$ cat src/bbs_consts.vh
/*
  constants for the bridge bus status register block.
  assumes inclusion by bare name from the design file.
*/
`ifndef BBS_CONSTS_VH
`define BBS_CONSTS_VH
`define BBS_OFFSET        8'h84
`define BBS_CMD_CFG_WR    4'hB
`define BBS_FUNC_RST      3'h0
`define BBS_DEV_RST       5'h00
`define BBS_BUS_RST       8'hFF
`define BBS_LIMIT_RST     16'h0010
`define BBS_FUNC_LSB      8
`define BBS_FUNC_MSB      10
`define BBS_DEV_LSB       11
`define BBS_DEV_MSB       15
`define BBS_BIT_USC       19
`define BBS_BIT_SRD       21
`define BBS_TYPE_LSB      0
`define BBS_TYPE_MSB      1
`define BBS_TYPE0         2'b00
`define BBS_FLAG_LANE     2
`define BBS_ZERO_WORD     32'h0000_0000
`define BBS_RSVD_ZERO     10'h000
`define BBS_FIXED_ZERO    1'b0
`define BBS_FLAG_RST      1'b0
`endif

$ cat src/bbs_status_reg.v
/*
  bridge bus status register: captures the device number from
  configuration writes, holds two write-one-to-clear split flags,
  builds the completer identifier.
  assumes decoded config fields, the primary bus number register and
  split engine events arrive synchronous to clk.
*/
`timescale 1ns/1ps
`include "bbs_consts.vh"
module bbs_status_reg (
  input  wire        clk,
  input  wire        rst_n,
  input  wire        cfg_addr_valid,
  input  wire [3:0]  cfg_cmd,
  input  wire        cfg_idsel,
  input  wire [31:0] cfg_addr,
  input  wire        cfg_wr_valid,
  input  wire [3:0]  cfg_wr_be,
  input  wire [31:0] cfg_wr_data,
  input  wire [7:0]  cfg_rd_offset,
  output reg  [31:0] cfg_rd_data,
  input  wire        prim_bus_wr,
  input  wire [7:0]  prim_bus_num_in,
  input  wire        split_cpl_valid,
  input  wire [15:0] split_cpl_req_id,
  input  wire        split_req_valid,
  input  wire [15:0] split_req_size,
  input  wire [15:0] split_outstanding,
  input  wire        limit_wr,
  input  wire [15:0] limit_wr_data,
  output wire        split_req_hold,
  output wire [15:0] completer_id,
  output wire        cfg_hit
);
  wire [4:0]  dev_num;
  wire [7:0]  bus_num;
  wire [15:0] limit_num;
  wire [2:0]  func_num;
  wire [4:0]  addr_dev;
  wire [16:0] need;
  wire [16:0] room;
  wire        type0;
  wire        func_match;
  wire        cfg_wr_cmd;
  wire        own_req_id;
  wire        set_usc;
  wire        set_srd;
  wire        wr_this;
  wire        flag_lane;
  wire        clr_usc;
  wire        clr_srd;
  wire        usc_flag;
  wire        srd_flag;
  wire [31:0] status_word;
  reg  [31:0] nxt_rd_data;

  // strapped, so no write path reaches it
  assign func_num = `BBS_FUNC_RST;

  // address phase decode
  assign type0      = (cfg_addr[`BBS_TYPE_MSB:`BBS_TYPE_LSB] == `BBS_TYPE0);
  assign func_match = (cfg_addr[`BBS_FUNC_MSB:`BBS_FUNC_LSB] == func_num);
  assign cfg_wr_cmd = (cfg_cmd == `BBS_CMD_CFG_WR);
  assign cfg_hit    = cfg_addr_valid && cfg_wr_cmd && cfg_idsel &&
                      type0 && func_match;
  assign addr_dev   = cfg_addr[`BBS_DEV_MSB:`BBS_DEV_LSB];

  // identity used for split completions and conventional mode
  assign completer_id = {bus_num, dev_num, func_num};

  // one spare bit so outstanding plus size cannot wrap past the limit
  assign need = {1'b0, split_outstanding} + {1'b0, split_req_size};
  assign room = {1'b0, limit_num};

  // even a limit of ffff holds a request whose outstanding plus size exceeds it
  assign split_req_hold = split_req_valid && (need > room);
  assign set_srd        = split_req_hold;

  // a completion carrying our own id was never asked for by us
  assign own_req_id = (split_cpl_req_id == completer_id);
  assign set_usc    = split_cpl_valid && own_req_id;

  // only a one in the flag lane clears; zeros and other bits do nothing
  assign wr_this   = cfg_wr_valid && (cfg_rd_offset == `BBS_OFFSET);
  assign flag_lane = cfg_wr_be[`BBS_FLAG_LANE];
  assign clr_usc   = wr_this && flag_lane && cfg_wr_data[`BBS_BIT_USC];
  assign clr_srd   = wr_this && flag_lane && cfg_wr_data[`BBS_BIT_SRD];

  // device number, reloaded on every type 0 configuration write with idsel set that selects function 0
  bbs_load_reg #(
    .WIDTH   (5),
    .RST_VAL (`BBS_DEV_RST)
  ) u_dev_reg (
    .clk   (clk),
    .rst_n (rst_n),
    .load  (cfg_hit),
    .d     (addr_dev),
    .q     (dev_num)
  );

  // mirror of the primary bus number register
  bbs_load_reg #(
    .WIDTH   (8),
    .RST_VAL (`BBS_BUS_RST)
  ) u_bus_reg (
    .clk   (clk),
    .rst_n (rst_n),
    .load  (prim_bus_wr),
    .d     (prim_bus_num_in),
    .q     (bus_num)
  );

  // commitment limit in ADQ units
  bbs_load_reg #(
    .WIDTH   (16),
    .RST_VAL (`BBS_LIMIT_RST)
  ) u_limit_reg (
    .clk   (clk),
    .rst_n (rst_n),
    .load  (limit_wr),
    .d     (limit_wr_data),
    .q     (limit_num)
  );

  bbs_w1c_flag #(
    .RST_VAL (`BBS_FLAG_RST)
  ) u_usc_flag (
    .clk   (clk),
    .rst_n (rst_n),
    .set   (set_usc),
    .clr   (clr_usc),
    .flag  (usc_flag)
  );

  bbs_w1c_flag #(
    .RST_VAL (`BBS_FLAG_RST)
  ) u_srd_flag (
    .clk   (clk),
    .rst_n (rst_n),
    .set   (set_srd),
    .clr   (clr_srd),
    .flag  (srd_flag)
  );

  // fixed zero bits: reserved, overrun, discarded, 133 MHz, 64-bit
  assign status_word = {`BBS_RSVD_ZERO,
                        srd_flag,
                        `BBS_FIXED_ZERO,
                        usc_flag,
                        `BBS_FIXED_ZERO,
                        `BBS_FIXED_ZERO,
                        `BBS_FIXED_ZERO,
                        bus_num,
                        dev_num,
                        func_num};

  // other offsets read zero so an outer mux can simply or the banks
  always @* begin
    nxt_rd_data = `BBS_ZERO_WORD;
    if (cfg_rd_offset == `BBS_OFFSET) begin
      nxt_rd_data = status_word;
    end
  end

  always @(posedge clk or negedge rst_n) begin
    if (!rst_n) begin
      cfg_rd_data <= `BBS_ZERO_WORD;
    end else begin
      cfg_rd_data <= nxt_rd_data;
    end
  end
endmodule

// plain load register; holds its value until the next load
module bbs_load_reg #(
  parameter               WIDTH   = 8,
  parameter [WIDTH-1:0]   RST_VAL = {WIDTH{1'b0}}
) (
  input  wire             clk,
  input  wire             rst_n,
  input  wire             load,
  input  wire [WIDTH-1:0] d,
  output wire [WIDTH-1:0] q
);
  reg  [WIDTH-1:0] val_ff;
  reg  [WIDTH-1:0] nxt_val;

  always @* begin
    nxt_val = val_ff;
    if (load) begin
      nxt_val = d;
    end
  end

  always @(posedge clk or negedge rst_n) begin
    if (!rst_n) begin
      val_ff <= RST_VAL;
    end else begin
      val_ff <= nxt_val;
    end
  end

  assign q = val_ff;
endmodule

// sticky event flag; a hardware event beats a software clear in the same
// cycle, so an event landing during the clear write is never lost
module bbs_w1c_flag #(
  parameter [0:0] RST_VAL = 1'b0
) (
  input  wire     clk,
  input  wire     rst_n,
  input  wire     set,
  input  wire     clr,
  output wire     flag
);
  reg  flag_ff;
  reg  nxt_flag;

  always @* begin
    nxt_flag = flag_ff;
    if (set) begin
      nxt_flag = 1'b1;
    end else if (clr) begin
      nxt_flag = 1'b0;
    end
  end

  always @(posedge clk or negedge rst_n) begin
    if (!rst_n) begin
      flag_ff <= RST_VAL;
    end else begin
      flag_ff <= nxt_flag;
    end
  end

  assign flag = flag_ff;
endmodule

$ cat config.mk
export PLATFORM = sky130hd
export DESIGN_NAME = bbs_status_reg
export DESIGN_NICKNAME = d
export VERILOG_FILES = /design/src/bbs_status_reg.v
export VERILOG_INCLUDE_DIRS = /design/src
export SDC_FILE = /design/constraint.sdc
export NUM_CORES = 1
export LEC_CHECK = 0
export BUFFER_PORTS_ARGS = -buffer_cell sky130_fd_sc_hd__buf_4
export CORE_MARGIN = 4
export CORE_UTILIZATION = 46
export CTS_CLUSTER_SIZE = 8
export DETAILED_ROUTE_END_ITERATION = 8
export PLACE_DENSITY_LB_ADDON = 0.08
export SETUP_SLACK_MARGIN = 0.1
export SYNTH_ARGS = -nofsm -noshare
export SYNTH_HDL_FRONTEND = slang
export SYNTH_HIERARCHICAL = 1
export SYNTH_SLANG_ARGS = --single-unit
$ cat constraint.sdc
create_clock -name clk -period 7.87 [get_ports clk]
set_clock_uncertainty 0.05 [all_clocks]
set_input_delay 1.574 -clock clk [delete_from_list [all_inputs] [get_ports clk]]
set_output_delay 1.574 -clock clk [all_outputs]
set_load 0.01 [all_outputs]
* Word-level counts from Yosys, hierarchy flattened *
Index checks and enable logic that the tools add are counted.

operators by class
  mux-type cells = 5
  reduce and logical (&&, ||, !) cells = 14
  add/sub/neg operators = 1
  order comparisons = 1
  equal/unequal tests = 3

operators by type and width
  kind                                        number
  two-way mux 22 bit                          1
  adder 16 x 16 -> 17 bit                     1
  > comparator 17 x 16 -> 1 bit               1
  equality test 16 bit                        1
  logical AND 1 bit                           10
  equality test 8 bit, second input constant  1
  equality test 4 bit, second input constant  1
  two-way mux 1 bit                           4
  nonzero test 2 bit                          2
  logical NOT 3 bit                           1
  logical NOT 2 bit                           1

storage, ports and cells
  bits in registers = 53
  output and inout bits = 50
  word-level logic and storage cells = 30

* Logic depth before layout (Yosys ltp) *
Gate-level depths: netlist of the first run.

  word-level depth = 6
  gate-level depth with buffers = 17
  depth with buffers taken out = 17

* By module *
The synthesis of the first run kept the hierarchy.

by module, submodules not included
  module                       cells each  area each (µm²)  instances
  bbs_status_reg               230         1,969.4          1
  bbs_load_reg at u_limit_reg  34          650.6            1
  bbs_load_reg at u_bus_reg    17          341.6            1
  bbs_load_reg at u_dev_reg    10          181.4            1
  bbs_w1c_flag                 3           36.3             2

* Least setup slack after synthesis of the first run *
Ideal clock, no wire load.

  path type = input port to output port
  from = in split_req_size[0]
  to = out split_req_hold
  slack = 1.924 ns
  arrival time = 4.322 ns
  buffers on the path = 0
  stages on the path = 16
  path through = ha_1 -> inv_1 -> fa_1 -> nor2b_4 -> o31a_4 -> o221ai_4 -> nor3_2 -> or3b_1 -> xnor2_1 -> ha_1 -> nand3_1 -> a21oi_1 -> a2111oi_0 -> o31ai_1 -> o211ai_1 -> a31oi_1

on the way
  word-level cells in the longest chain between the ends = 3

RTL lines
  item                           RTL line             source
  start, declared                bbs_status_reg.v:27  input wire [15:0] split_req_size,
  adder 16 x 16 -> 17 bit        bbs_status_reg.v:72  assign need = {1'b0, split_outstanding} + {1'b0, split_req_size};
  > comparator 17 x 16 -> 1 bit  bbs_status_reg.v:76  assign split_req_hold = split_req_valid && (need > room);
  logical AND 1 bit              bbs_status_reg.v:76
  end, declared                  bbs_status_reg.v:31  output wire split_req_hold,

Every way passes these cells.

* Final worst setup path of the first run *
Ends and elaborated chain as after synthesis.

==> results of run 1 <==
[flip-flops by register name, summed over array words and instances (netlist names)]
name and flops:
u_bus_reg/q 8, u_srd_flag/flag 1, u_usc_flag/flag 1, u_limit_reg/q 16, cfg_rd_data 15, u_dev_reg/q 5
[cell families after synthesis]
kind of cell	after synthesis	share of synthesized area, %
AOI/OAI and AO/OA	51	11.2
xor gates and xnor gates	25	6.81
adders and majority gates	33	13.1
buffers and inverters	50	9.14
DFF	46	36.1
muxes	29	12.3
other	1	0.117
and+or+nand+nor	62	11.3
[area by class of cell]
cell class	count	area [µm²]	share of cell area, %
clock buffer	7	76.3	1.76
clock inverter	1	30.0	0.693
inverter	26	97.6	2.25
multi-input combinational	220	1830	42.3
sequential	46	1160	26.8
tap	96	120	2.77
timing repair buffer	135	1010	23.4
[power groups by stage]
stage / logic, mW / registers [mW] / clock network, mW
3_5_place_dp: 0.208 / 0.268 / 0
6_report: 0.206 / 0.263 / 0.169
4_1_cts: 0.209 / 0.263 / 0.175
5_1_grt: 0.234 / 0.266 / 0.185
3_3_place_gp: 0.202 / 0.267 / 0
2_1_floorplan: 0.136 / 0.267 / 0
[worst register-to-register path: cells and delay by family, from the launching register on]
family          cells  cell delay, ns
compound gates      7            1.35
buf+inv             1            0.04
fa+ha+maj           1            0.31
flops               1            0.54
[synth_stat cells (all sizes together) (8+ instances only)]
| cell | instances |
|---|---|
| o21ai | 8 |
| dfstp | 9 |
| nand3 | 8 |
| buf | 23 |
| and2 | 15 |
| inv | 26 |
| ha | 32 |
| mux2 | 29 |
| dfrtp | 37 |
| a21oi | 15 |
| nor2 | 11 |
| xnor2 | 19 |
[worst paths after layout]
kind / endpoint / slack [ns] / cells past startpoint
worst max-delay path: split_req_hold / 1.38 / 18
worst min-delay path: u_srd_flag/flag / 0.44 / 1
worst max register to register: u_srd_flag/flag / 5.47 / 9
worst min register to register: u_srd_flag/flag / 0.44 / 1
max in group asynchronous: u_limit_reg/q[4] / 6.16 / 1
min in group asynchronous: cfg_rd_data[8] / 1.21 / 1
[layer usage]
metal	global-route usage, %	vias to the layer above
li1	-	1280
met3	6.48	5
met5	0	-
met2	27.9	96
met1	20.7	1135
met4	4.02	0
==> results.md, run 1 <==
- Outcome: complete, no violations
- # Post-CTS Setup Buffers: 0
- GRT Overall Usage: 16.9%
- Post-synth top area share: 28.8%
- Layout cell share with drive strength beyond 1: ~42%
- Vias in the first global route: ~2,600
- CTS Buf Count: 5
- Antenna violations before repair: 0
- Dominant synthesized flop cell: dfrtp_1
- Sink Count: 46
- IO Count: 211
- First-pass GRT wire length: 11,700 µm
- Final period util: 82.5%
- DRT Pass-1 Iters: 4
- Tightest Pin Transition: 0.991 ns
- Yosys reg bits: 46
- WP data required: 6.25 ns
- Buf/Inv on CP: 3
- Critical R2R Launch: u_limit_reg/q[4]
- Yosys warns: 6
- Finished Layout Cells: 531
- Min Tclk post-route: 6.49 ns
- Critical Path End Type: output port
- Kind of critical path: in -> out
- Final core utilization: 63.7%
- Peak VDD IR: approximately 0.076 mV
- Remaining global-route overflow: 0
- Dpl hpwl: roughly 5800 µm
- Antenna diodes: 0
- DP Area: between 0.004 and 0.005 mm²
- Met3 WL: 684 µm
- Via-per-instance ratio: 4.74
- Pint: 461 µW
- NumNets Final: roughly 630
- Die area: 0.00839 mm²
- Largest delay contributor family on the critical path: compound AO/OA/AOI/OAI gates
- WL/cell: roughly 13 µm
- Total Routed Length: around 6900 µm
- Slew headroom: between 30% and 40%
- Placed cell count: 523
- Final setup margin: 1.38 ns
- Layout area overhead: 34.7%
- Gpl congestion: 0.817
- Clock Power Share: 26.5%
- Top area cells in the synthesized netlist: dfrtp_1 29%, ha_1 12%, mux2_4 8.4%
- Commonest non-fill, non-tap cells in the layout: 135 x buf_4, 37 x dfrtp_1, 32 x ha_1
- Post-DRT Antenna Nets: 0
- CP startpoint kind: primary input
- Clock Path Buffers: 2
- Number of synthesized flops with an enable pin: 0
- Most common cell after layout, fill and taps aside: buf_4
- Fin. max-slew vios: 0
- Cell variety after synth: 45
- Uppermost routed layer: met4
- Lkg Pwr: 2.26 nW
- Unrepaired setup endpoints after global routing: false
- Switch Pwr: 178 µW
- Final-layout fill cell count: 560
- CTS H-tree depth: 2
- Worst-path clk slew: around 0.080 ns
- Cell taking the most area after synthesis: dfrtp_1
- Final Hold Fails: 0
- 1st-iter DRT viols: 72
- Die Wd: 91.6 µm
- CTS Hold Bufs: 0
- CTS Root Cell: clkbuf_8
- Reg power frac: 41.2%
- Clk_lat worst skew: between 0.2 and 0.3 ns
- Port Buffers: 135
- Hold Startpoint: u_srd_flag/flag
- Routed wl met2: 3370 µm
- Via count: 2,516
- Core Rows: 30
- Power density over the cells: between 100 and 150 mW/mm²
- Sequential fraction of the synthesis area: 36.1%
- Average cell area after synthesis: 10.8 µm²
- Die H: 91.6 µm
- Worst path cell trace: buf_4 -> ha_1 -> inv_1 -> fa_1 -> nor2b_4 -> o31a_4 -> o221ai_4 -> nor3_2 -> or3b_1 -> xnor2_1 -> ha_1 -> nand3_1 -> a21oi_1 -> a2111oi_0 -> o31ai_1 -> o211ai_1 -> a31oi_1 -> buf_4
- Final setup violating endpoints: 0
- Async SR Flop Fraction: 100%
- Synth Instances: 297
- Largest net degree at the start of global routing: 47
- Syn Std Cell Area: roughly 0.0032 mm²
- Max cap viols: 0
- Final TNS setup: 0 ns
- Hold crit path type: reg -> reg
- Core Footprint: 0.00679 mm²
- Starting Density: 47.3%
- Final Cell Area: 0.00433 mm²
- Hold WS: around 0.44 ns
- Worst slack, placed: 1.39 ns
- Post_cts resized: 0
- CTS tree: built
- Tot Pwr: 639 µW
- FMAX: 154 MHz
- Worst Setup SP: split_req_size[0]
- Switching power share of the total: around 28%
- Part of the power in combinational logic: 32.3%
- CP max stage cell: or3b_1
- CP peak stage delay: 0.39 ns
- Critical Path AT: 4.87 ns
- # DRC: 0
- CP max FO: 4
- Routed length on met1: roughly 2800 µm
Note: power is estimated with default switching activity, not from simulation.
==> run 2: changes to the inputs <==
CORE_UTILIZATION = 39   (was 46)
clock period = 5.4 ns   (was 7.87 ns; I/O delays follow)
==> results.md, run 2 (synthesized netlist as in run 1, its figures left out) <==
- Outcome: complete, no violations (unchanged)
- Total Routed Length: 7740 µm (was 6910 µm)
- CP startpoint kind: primary input (unchanged)
- Power density over the cells: 211 mW/mm² (was 148 mW/mm²)
- Antenna diodes: 0 (unchanged)
- Sink Count: 46 (unchanged)
- Remaining global-route overflow: 0 (unchanged)
- Clk_lat worst skew: 0.29 ns (about the same)
- CTS H-tree depth: 2 (unchanged)
- Layout cell share with drive strength beyond 1: 45.4% (was 42.1%)
- Core Footprint: 0.00789 mm² (was 0.00679 mm²)
- CP max stage cell: a2111oi_4 (was or3b_1)
- Layout area overhead: 38.6% (was 34.7%)
- CTS Root Cell: clkbuf_8 (unchanged)
- IO Count: 211 (unchanged)
- Pint: 660 µW (was 461 µW)
- Switching power share of the total: 29.8% (was 27.8%)
- Core Rows: 32 (was 30)
- Commonest non-fill, non-tap cells in the layout: 147 x buf_4, 37 x dfrtp_1, 31 x ha_1 (was 135 x buf_4, 37 x dfrtp_1, 32 x ha_1)
- WL/cell: 14.1 µm (was 13.0 µm)
- Worst slack, placed: -0.0837 ns (was 1.39 ns)
- CTS tree: built (unchanged)
- Switch Pwr: 281 µW (was 178 µW)
- Die H: 98.8 µm (was 91.6 µm)
- Gpl congestion: 0.849 (was 0.817)
- Starting Density: 40.8% (was 47.3%)
- Max cap viols: 0 (unchanged)
- Fin. max-slew vios: 0 (unchanged)
- Buf/Inv on CP: 3 (unchanged)
- Min Tclk post-route: around 5.3 ns
- Final setup violating endpoints: 0 (unchanged)
- Post-DRT Antenna Nets: 0 (unchanged)
- Via-per-instance ratio: 4.78 (was 4.74)
- Reg power frac: 40.7% (was 41.2%)
- Largest net degree at the start of global routing: 47 (unchanged)
- Part of the power in combinational logic: 36.3% (was 32.3%)
- Via count: 2,622 (was 2,516)
- FMAX: 190 MHz
- First-pass GRT wire length: 12,300 µm (was 11,700 µm)
- Dpl hpwl: 6310 µm (was 5800 µm)
- Met3 WL: 662 µm (was 684 µm)
- NumNets Final: 640 (was 628)
- Vias in the first global route: 2,670 (was 2,612)
- GRT Overall Usage: 15.4% (was 16.9%)
- Most common cell after layout, fill and taps aside: buf_4 (unchanged)
- Kind of critical path: in -> out (unchanged)
- Top cell by count, worst path: buf_4
- DP Area: 0.00431 mm² (was 0.00422 mm²)
- Hold crit path type: reg -> reg (unchanged)
- Final TNS setup: 0 ns (unchanged)
- Antenna violations before repair: 0 (unchanged)
- Largest delay contributor family on the critical path: compound AO/OA/AOI/OAI gates (unchanged)
- 1st-iter DRT viols: 58 (was 72)
- Critical Path End Type: output port (unchanged)
- Routed length on met1: 3130 µm (was 2800 µm)
- Clock Path Buffers: 2 (unchanged)
- # DRC: 0 (unchanged)
- Die area: 0.00976 mm² (was 0.00839 mm²)
- Worst-path clk slew: 0.08 ns (about the same)
- CTS Buf Count: 5 (unchanged)
- Slew headroom: 37.6% (was 33.3%)
- Final Hold Fails: 0 (unchanged)
- Multi-input gate area: 0.00188 mm² (was 0.00183 mm²)
- Final Cell Area: 0.00446 mm² (was 0.00433 mm²)
- Final setup margin: 0.134 ns (was 1.38 ns)
- Final core utilization: 56.5% (was 63.7%)
- Port Buffers: 135 (unchanged)
- Routed wl met2: 3900 µm (was 3370 µm)
- Peak VDD IR: 0.118 mV (was 0.0764 mV)
- Tightest Pin Transition: 0.933 ns (was 0.991 ns)
- Worst path cell trace: buf_4 -> ha_2 -> buf_4 -> a211oi_1 -> nor2_1 -> o21a_1 -> a31oi_1 -> o21bai_1 -> xor2_1 -> ha_1 -> a21o_1 -> a2111oi_4 -> o31ai_2 -> o211ai_1 -> a31oi_1 -> buf_4 (was buf_4 -> ha_1 -> inv_1 -> fa_1 -> nor2b_4 -> o31a_4 -> o221ai_4 -> nor3_2 -> or3b_1 -> xnor2_1 -> ha_1 -> nand3_1 -> a21oi_1 -> a2111oi_0 -> o31ai_1 -> o211ai_1 -> a31oi_1 -> buf_4)
- Lkg Pwr: 2.32 nW (was 2.26 nW)
- CP max FO: 3 (was 4)
- Final period util: between 90% and 100%
- Max FFs per register: 16 (unchanged)
- CP peak stage delay: 0.37 ns (was 0.39 ns)
- DRT Pass-1 Iters: 4 (unchanged)
- Critical Path AT: 4.14 ns (was 4.87 ns)
- Uppermost routed layer: met4 (unchanged)
- Clock Power Share: 23.0% (was 26.5%)
- Unrepaired setup endpoints after global routing: true (was false)
- Register area: 0.00116 mm² (unchanged)
- WP data required: 4.27 ns (was 6.25 ns)
- Final-layout fill cell count: 700 (was 560)
- Die Wd: 98.8 µm (was 91.6 µm)
## run 2: what timing repair did
action                                  CTS  global route
hold buffers                              0             0
resized for setup                         8             2
endpoints found under the setup margin    1             1
pin swaps                                 7             3
setup buffers                             2             0
## run 2: final timing paths
kind | from | endpoint | slack (ns) | cells after the start
worst max-delay path | split_req_size[0] | split_req_hold | 0.13 | 16
worst min-delay path | u_srd_flag/flag | u_srd_flag/flag | 0.43 | 1
worst max register to register | u_limit_reg/q[4] | u_srd_flag/flag | 2.86 | 11
worst min register to register | u_srd_flag/flag | u_srd_flag/flag | 0.43 | 1
max in group asynchronous | rst_n | u_bus_reg/q[1] | 4.18 | 1
min in group asynchronous | rst_n | cfg_rd_data[10] | 0.73 | 1
## run 2: layer usage
| layer | GRT usage [%] | up-vias |
|---|---|---|
| met5 | 0 | - |
| met4 | 3.05 | 0 |
| met2 | 27.3 | 97 |
| li1 | - | 1301 |
| met1 | 18.1 | 1218 |
| met3 | 5.10 | 6 |
## run 2: power by group through the flow
stage | logic (mW) | registers [mW] | clock network, mW
5_1_grt | 0.381 | 0.387 | 0.240
2_1_floorplan | 0.199 | 0.389 | 0
6_report | 0.342 | 0.383 | 0.216
3_5_place_dp | 0.318 | 0.390 | 0
3_3_place_gp | 0.312 | 0.389 | 0
4_1_cts | 0.343 | 0.384 | 0.226
## run 2: per-stage QoR
step | power, mW | instances | hold slack (ns)
final | 0.941 | 549 | 0.428
after global routing | 1.01 | 549 | 0.460
after CTS | 0.952 | 549 | 0.436
after detailed placement | 0.708 | 539 | 0.416
after global placement | 0.701 | 539 | 0.404
after floorplan | 0.588 | 316 | 0.395
## run 2: final cells by class
cell class	count	share of cell area, %
clock buffers	7	1.94
clock inverters	1	0.112
inverters	26	2.19
multi-input cells	220	42.1
flip-flops and latches	46	26.1
well taps	102	2.86
repair buffers	147	24.8
==> run 3: changes to the inputs <==
CTS_CLUSTER_DIAMETER = 200   (was default)
PLACE_DENSITY = 0.77   (was default)
PLACE_DENSITY_LB_ADDON = default   (was 0.08)
==> results.md, run 3 (synthesized netlist as in run 1, its figures left out) <==
- Switching power share of the total: 30.8% (was 29.8%)
- Die H: 98.8 µm (unchanged)
- Starting Density: 40.8% (unchanged)
- Switch Pwr: 297 µW (was 281 µW)
- Hold Startpoint: u_srd_flag/flag (unchanged)
- Critical R2R Launch: u_limit_reg/q[4] (unchanged)
- Antenna diodes: 0 (unchanged)
- Peak VDD IR: 0.123 mV (was 0.118 mV)
- Most common cell after layout, fill and taps aside: buf_4 (unchanged)
- WL/cell: 15.1 µm (was 14.1 µm)
- Antenna violations before repair: 0 (unchanged)
- Dpl hpwl: 6810 µm (was 6310 µm)
- Worst path cell trace: buf_4 -> ha_2 -> inv_2 -> fa_2 -> nor2b_4 -> o31a_4 -> o221ai_4 -> nor3_2 -> or3b_1 -> xnor2_1 -> ha_1 -> buf_4 -> a2111oi_4 -> o31ai_2 -> o211ai_1 -> a31oi_2 -> buf_4 (was buf_4 -> ha_2 -> buf_4 -> a211oi_1 -> nor2_1 -> o21a_1 -> a31oi_1 -> o21bai_1 -> xor2_1 -> ha_1 -> a21o_1 -> a2111oi_4 -> o31ai_2 -> o211ai_1 -> a31oi_1 -> buf_4)
- CP peak stage delay: 0.36 ns (was 0.37 ns)
- Max FFs per register: 16 (unchanged)
- Largest delay contributor family on the critical path: compound AO/OA/AOI/OAI gates (unchanged)
- Core Footprint: 0.00789 mm² (unchanged)
- Reg-to-reg slack, setup: 2.85 ns (was 2.86 ns)
- Tightest Pin Transition: 0.921 ns (was 0.933 ns)
- Final TNS setup: 0 ns (unchanged)
- Outcome: complete, no violations (unchanged)
- Vias in the first global route: 2,870 (was 2,670)
- Fin. max-slew vios: 0 (unchanged)
- Cells on Worst Hold Path: 1 (unchanged)
- Final Hold Fails: 0 (unchanged)
- FMAX: 190 MHz (about the same)
- DRT Pass-1 Iters: 4 (unchanged)
- Final-layout fill cell count: 677 (was 700)
- Grt peak-use layer: met2 (unchanged)
- NumNets Final: 640 (unchanged)
- Core Rows: 32 (unchanged)
- Multi-input gate area: 0.00191 mm² (was 0.00188 mm²)
- Sink Count: 46 (unchanged)
- Grt met2 use: 30.1% (was 27.3%)
- Pint: 667 µW (was 660 µW)
- Die Wd: 98.8 µm (unchanged)
- DP Area: 0.00431 mm² (unchanged)
- IO Count: 211 (unchanged)
- Reg power frac: 39.8% (was 40.7%)
- Slew headroom: 38.4% (was 37.6%)
- Hold crit path type: reg -> reg (unchanged)
- R2R cell count: 11 (unchanged)
- CP startpoint kind: primary input (unchanged)
- Clock Path Buffers: 2 (unchanged)
- Register area: 0.00116 mm² (unchanged)
- WP data required: 4.27 ns (about the same)
- Largest net degree at the start of global routing: 47 (unchanged)
- Via-per-instance ratio: 4.94 (was 4.78)
- Gpl congestion: 0.856 (was 0.849)
- Final core utilization: 57.0% (was 56.5%)
- Buf/Inv on CP: 4 (was 3)
- Final Cell Area: 0.00449 mm² (was 0.00446 mm²)
- Layout area overhead: 39.7% (was 38.6%)
- Unrepaired setup endpoints after global routing: true (unchanged)
- CTS tree: built (unchanged)
- Final setup violating endpoints: 0 (unchanged)
- GR Util met1: 18.4% (was 18.1%)
- Die area: 0.00976 mm² (unchanged)
- Via count: 2,711 (was 2,622)
- Clock Power Share: 23.3% (was 23.0%)
- 1st-iter DRT viols: 40 (was 58)
- Top cell by count, worst path: buf_4 (unchanged)
- First-pass GRT wire length: 13,200 µm (was 12,300 µm)
- Critical Path End Type: output port (unchanged)
- Min Tclk post-route: 5.26 ns (was 5.27 ns)
- Part of the power in combinational logic: 36.9% (was 36.3%)
- CTS H-tree depth: 2 (unchanged)
- Layout cell share with drive strength beyond 1: 46.5% (was 45.4%)
- Clk_lat worst skew: 0.29 ns (about the same)
- CTS Root Cell: clkbuf_8 (unchanged)
- Met3 Use GR: 5.87% (was 5.10%)
- CTS Hold Bufs: 0 (unchanged)
- Max cap viols: 0 (unchanged)
- Remaining global-route overflow: 0 (unchanged)
- Worst Setup SP: split_req_size[0] (unchanged)
- CTS Buf Count: 5 (unchanged)
- Worst-path clk slew: 0.09 ns (was 0.08 ns)
- Lkg Pwr: 2.33 nW (was 2.32 nW)
- GRT Overall Usage: 16.5% (was 15.4%)
- Reg2reg end: u_srd_flag/flag (unchanged)
- Kind of critical path: in -> out (unchanged)
- Total Routed Length: 8280 µm (was 7740 µm)
- Port Buffers: 135 (unchanged)
- Commonest non-fill, non-tap cells in the layout: 147 x buf_4, 37 x dfrtp_1, 31 x ha_1 (unchanged)
- # DRC: 0 (unchanged)
- CP max FO: 2 (was 3)
- Worst Hold Endpoint: u_srd_flag/flag (unchanged)
- Power density over the cells: 214 mW/mm² (was 211 mW/mm²)
- Post-DRT Antenna Nets: 0 (unchanged)
- CP max stage cell: or3b_1 (was a2111oi_4)
- Critical Path AT: 4.13 ns (was 4.14 ns)
- Final period util: 97.4% (was 97.5%)
-- run 3: worst max path at each step --
stage | end | depth (start not counted)
finish | split_req_hold | 17
global route | split_req_hold | 17
CTS | split_req_hold | 17
detailed placement | split_req_hold | 18
global placement | split_req_hold | 18
floorplan | split_req_hold | 16
-- run 3: worst register-to-register path: stages (launching register included) --
cell	delay [ns]
dfstp_2	0.54
inv_1	0.04
ha_1	0.32
a21oi_1	0.15
o21ai_0	0.13
a2111oi_2	0.44
o31ai_2	0.09
o211ai_1	0.14
a31oi_2	0.15
buf_4	0.15
buf_4	0.12
a21o_1	0.14
-- run 3: stage by stage --
stage	setup slack, ns	hold WS (ns)	instances	power [mW]
global route	-0.000209	0.459	549	1.03
finish	0.140	0.429	549	0.963
CTS	0.109	0.432	549	0.968
floorplan	0.442	0.395	316	0.588
detailed placement	-0.0362	0.410	539	0.712
global placement	-0.0238	0.405	539	0.699
-- run 3: area by class of cell --
type,count,area share [%]
Clock inverter,1,0.195
Inverter,26,2.17
Tap cell,102,2.84
Multi-Input combinational cell,220,42.4
Sequential cell,46,25.9
Clock buffer,7,1.92
Timing Repair Buffer,147,24.6
-- run 3: timing repair --
action / in CTS / in global routing
endpoints found under the setup margin: 1 / 1
buffers inserted: 2 / 0
gates resized for setup: 11 / 6
pin swaps: 6 / 7
-- run 3: power groups by stage --
stage / clock network [mW] / registers [mW] / logic (mW)
2_1_floorplan: 0 / 0.389 / 0.199
3_3_place_gp: 0 / 0.389 / 0.309
3_5_place_dp: 0 / 0.390 / 0.321
4_1_cts: 0.235 / 0.384 / 0.349
5_1_grt: 0.247 / 0.387 / 0.393
6_report: 0.225 / 0.384 / 0.355
-- run 3: routing by layer --
layer / share of wire, % / up-vias / routed length, µm
met1: 37 / 1265 / 3100
met3: 9.7 / 14 / 799
met2: 51 / 130 / 4250
met4: 1.5 / 0 / 124
li1: - / 1302 / -
met5: 0 / - / 0
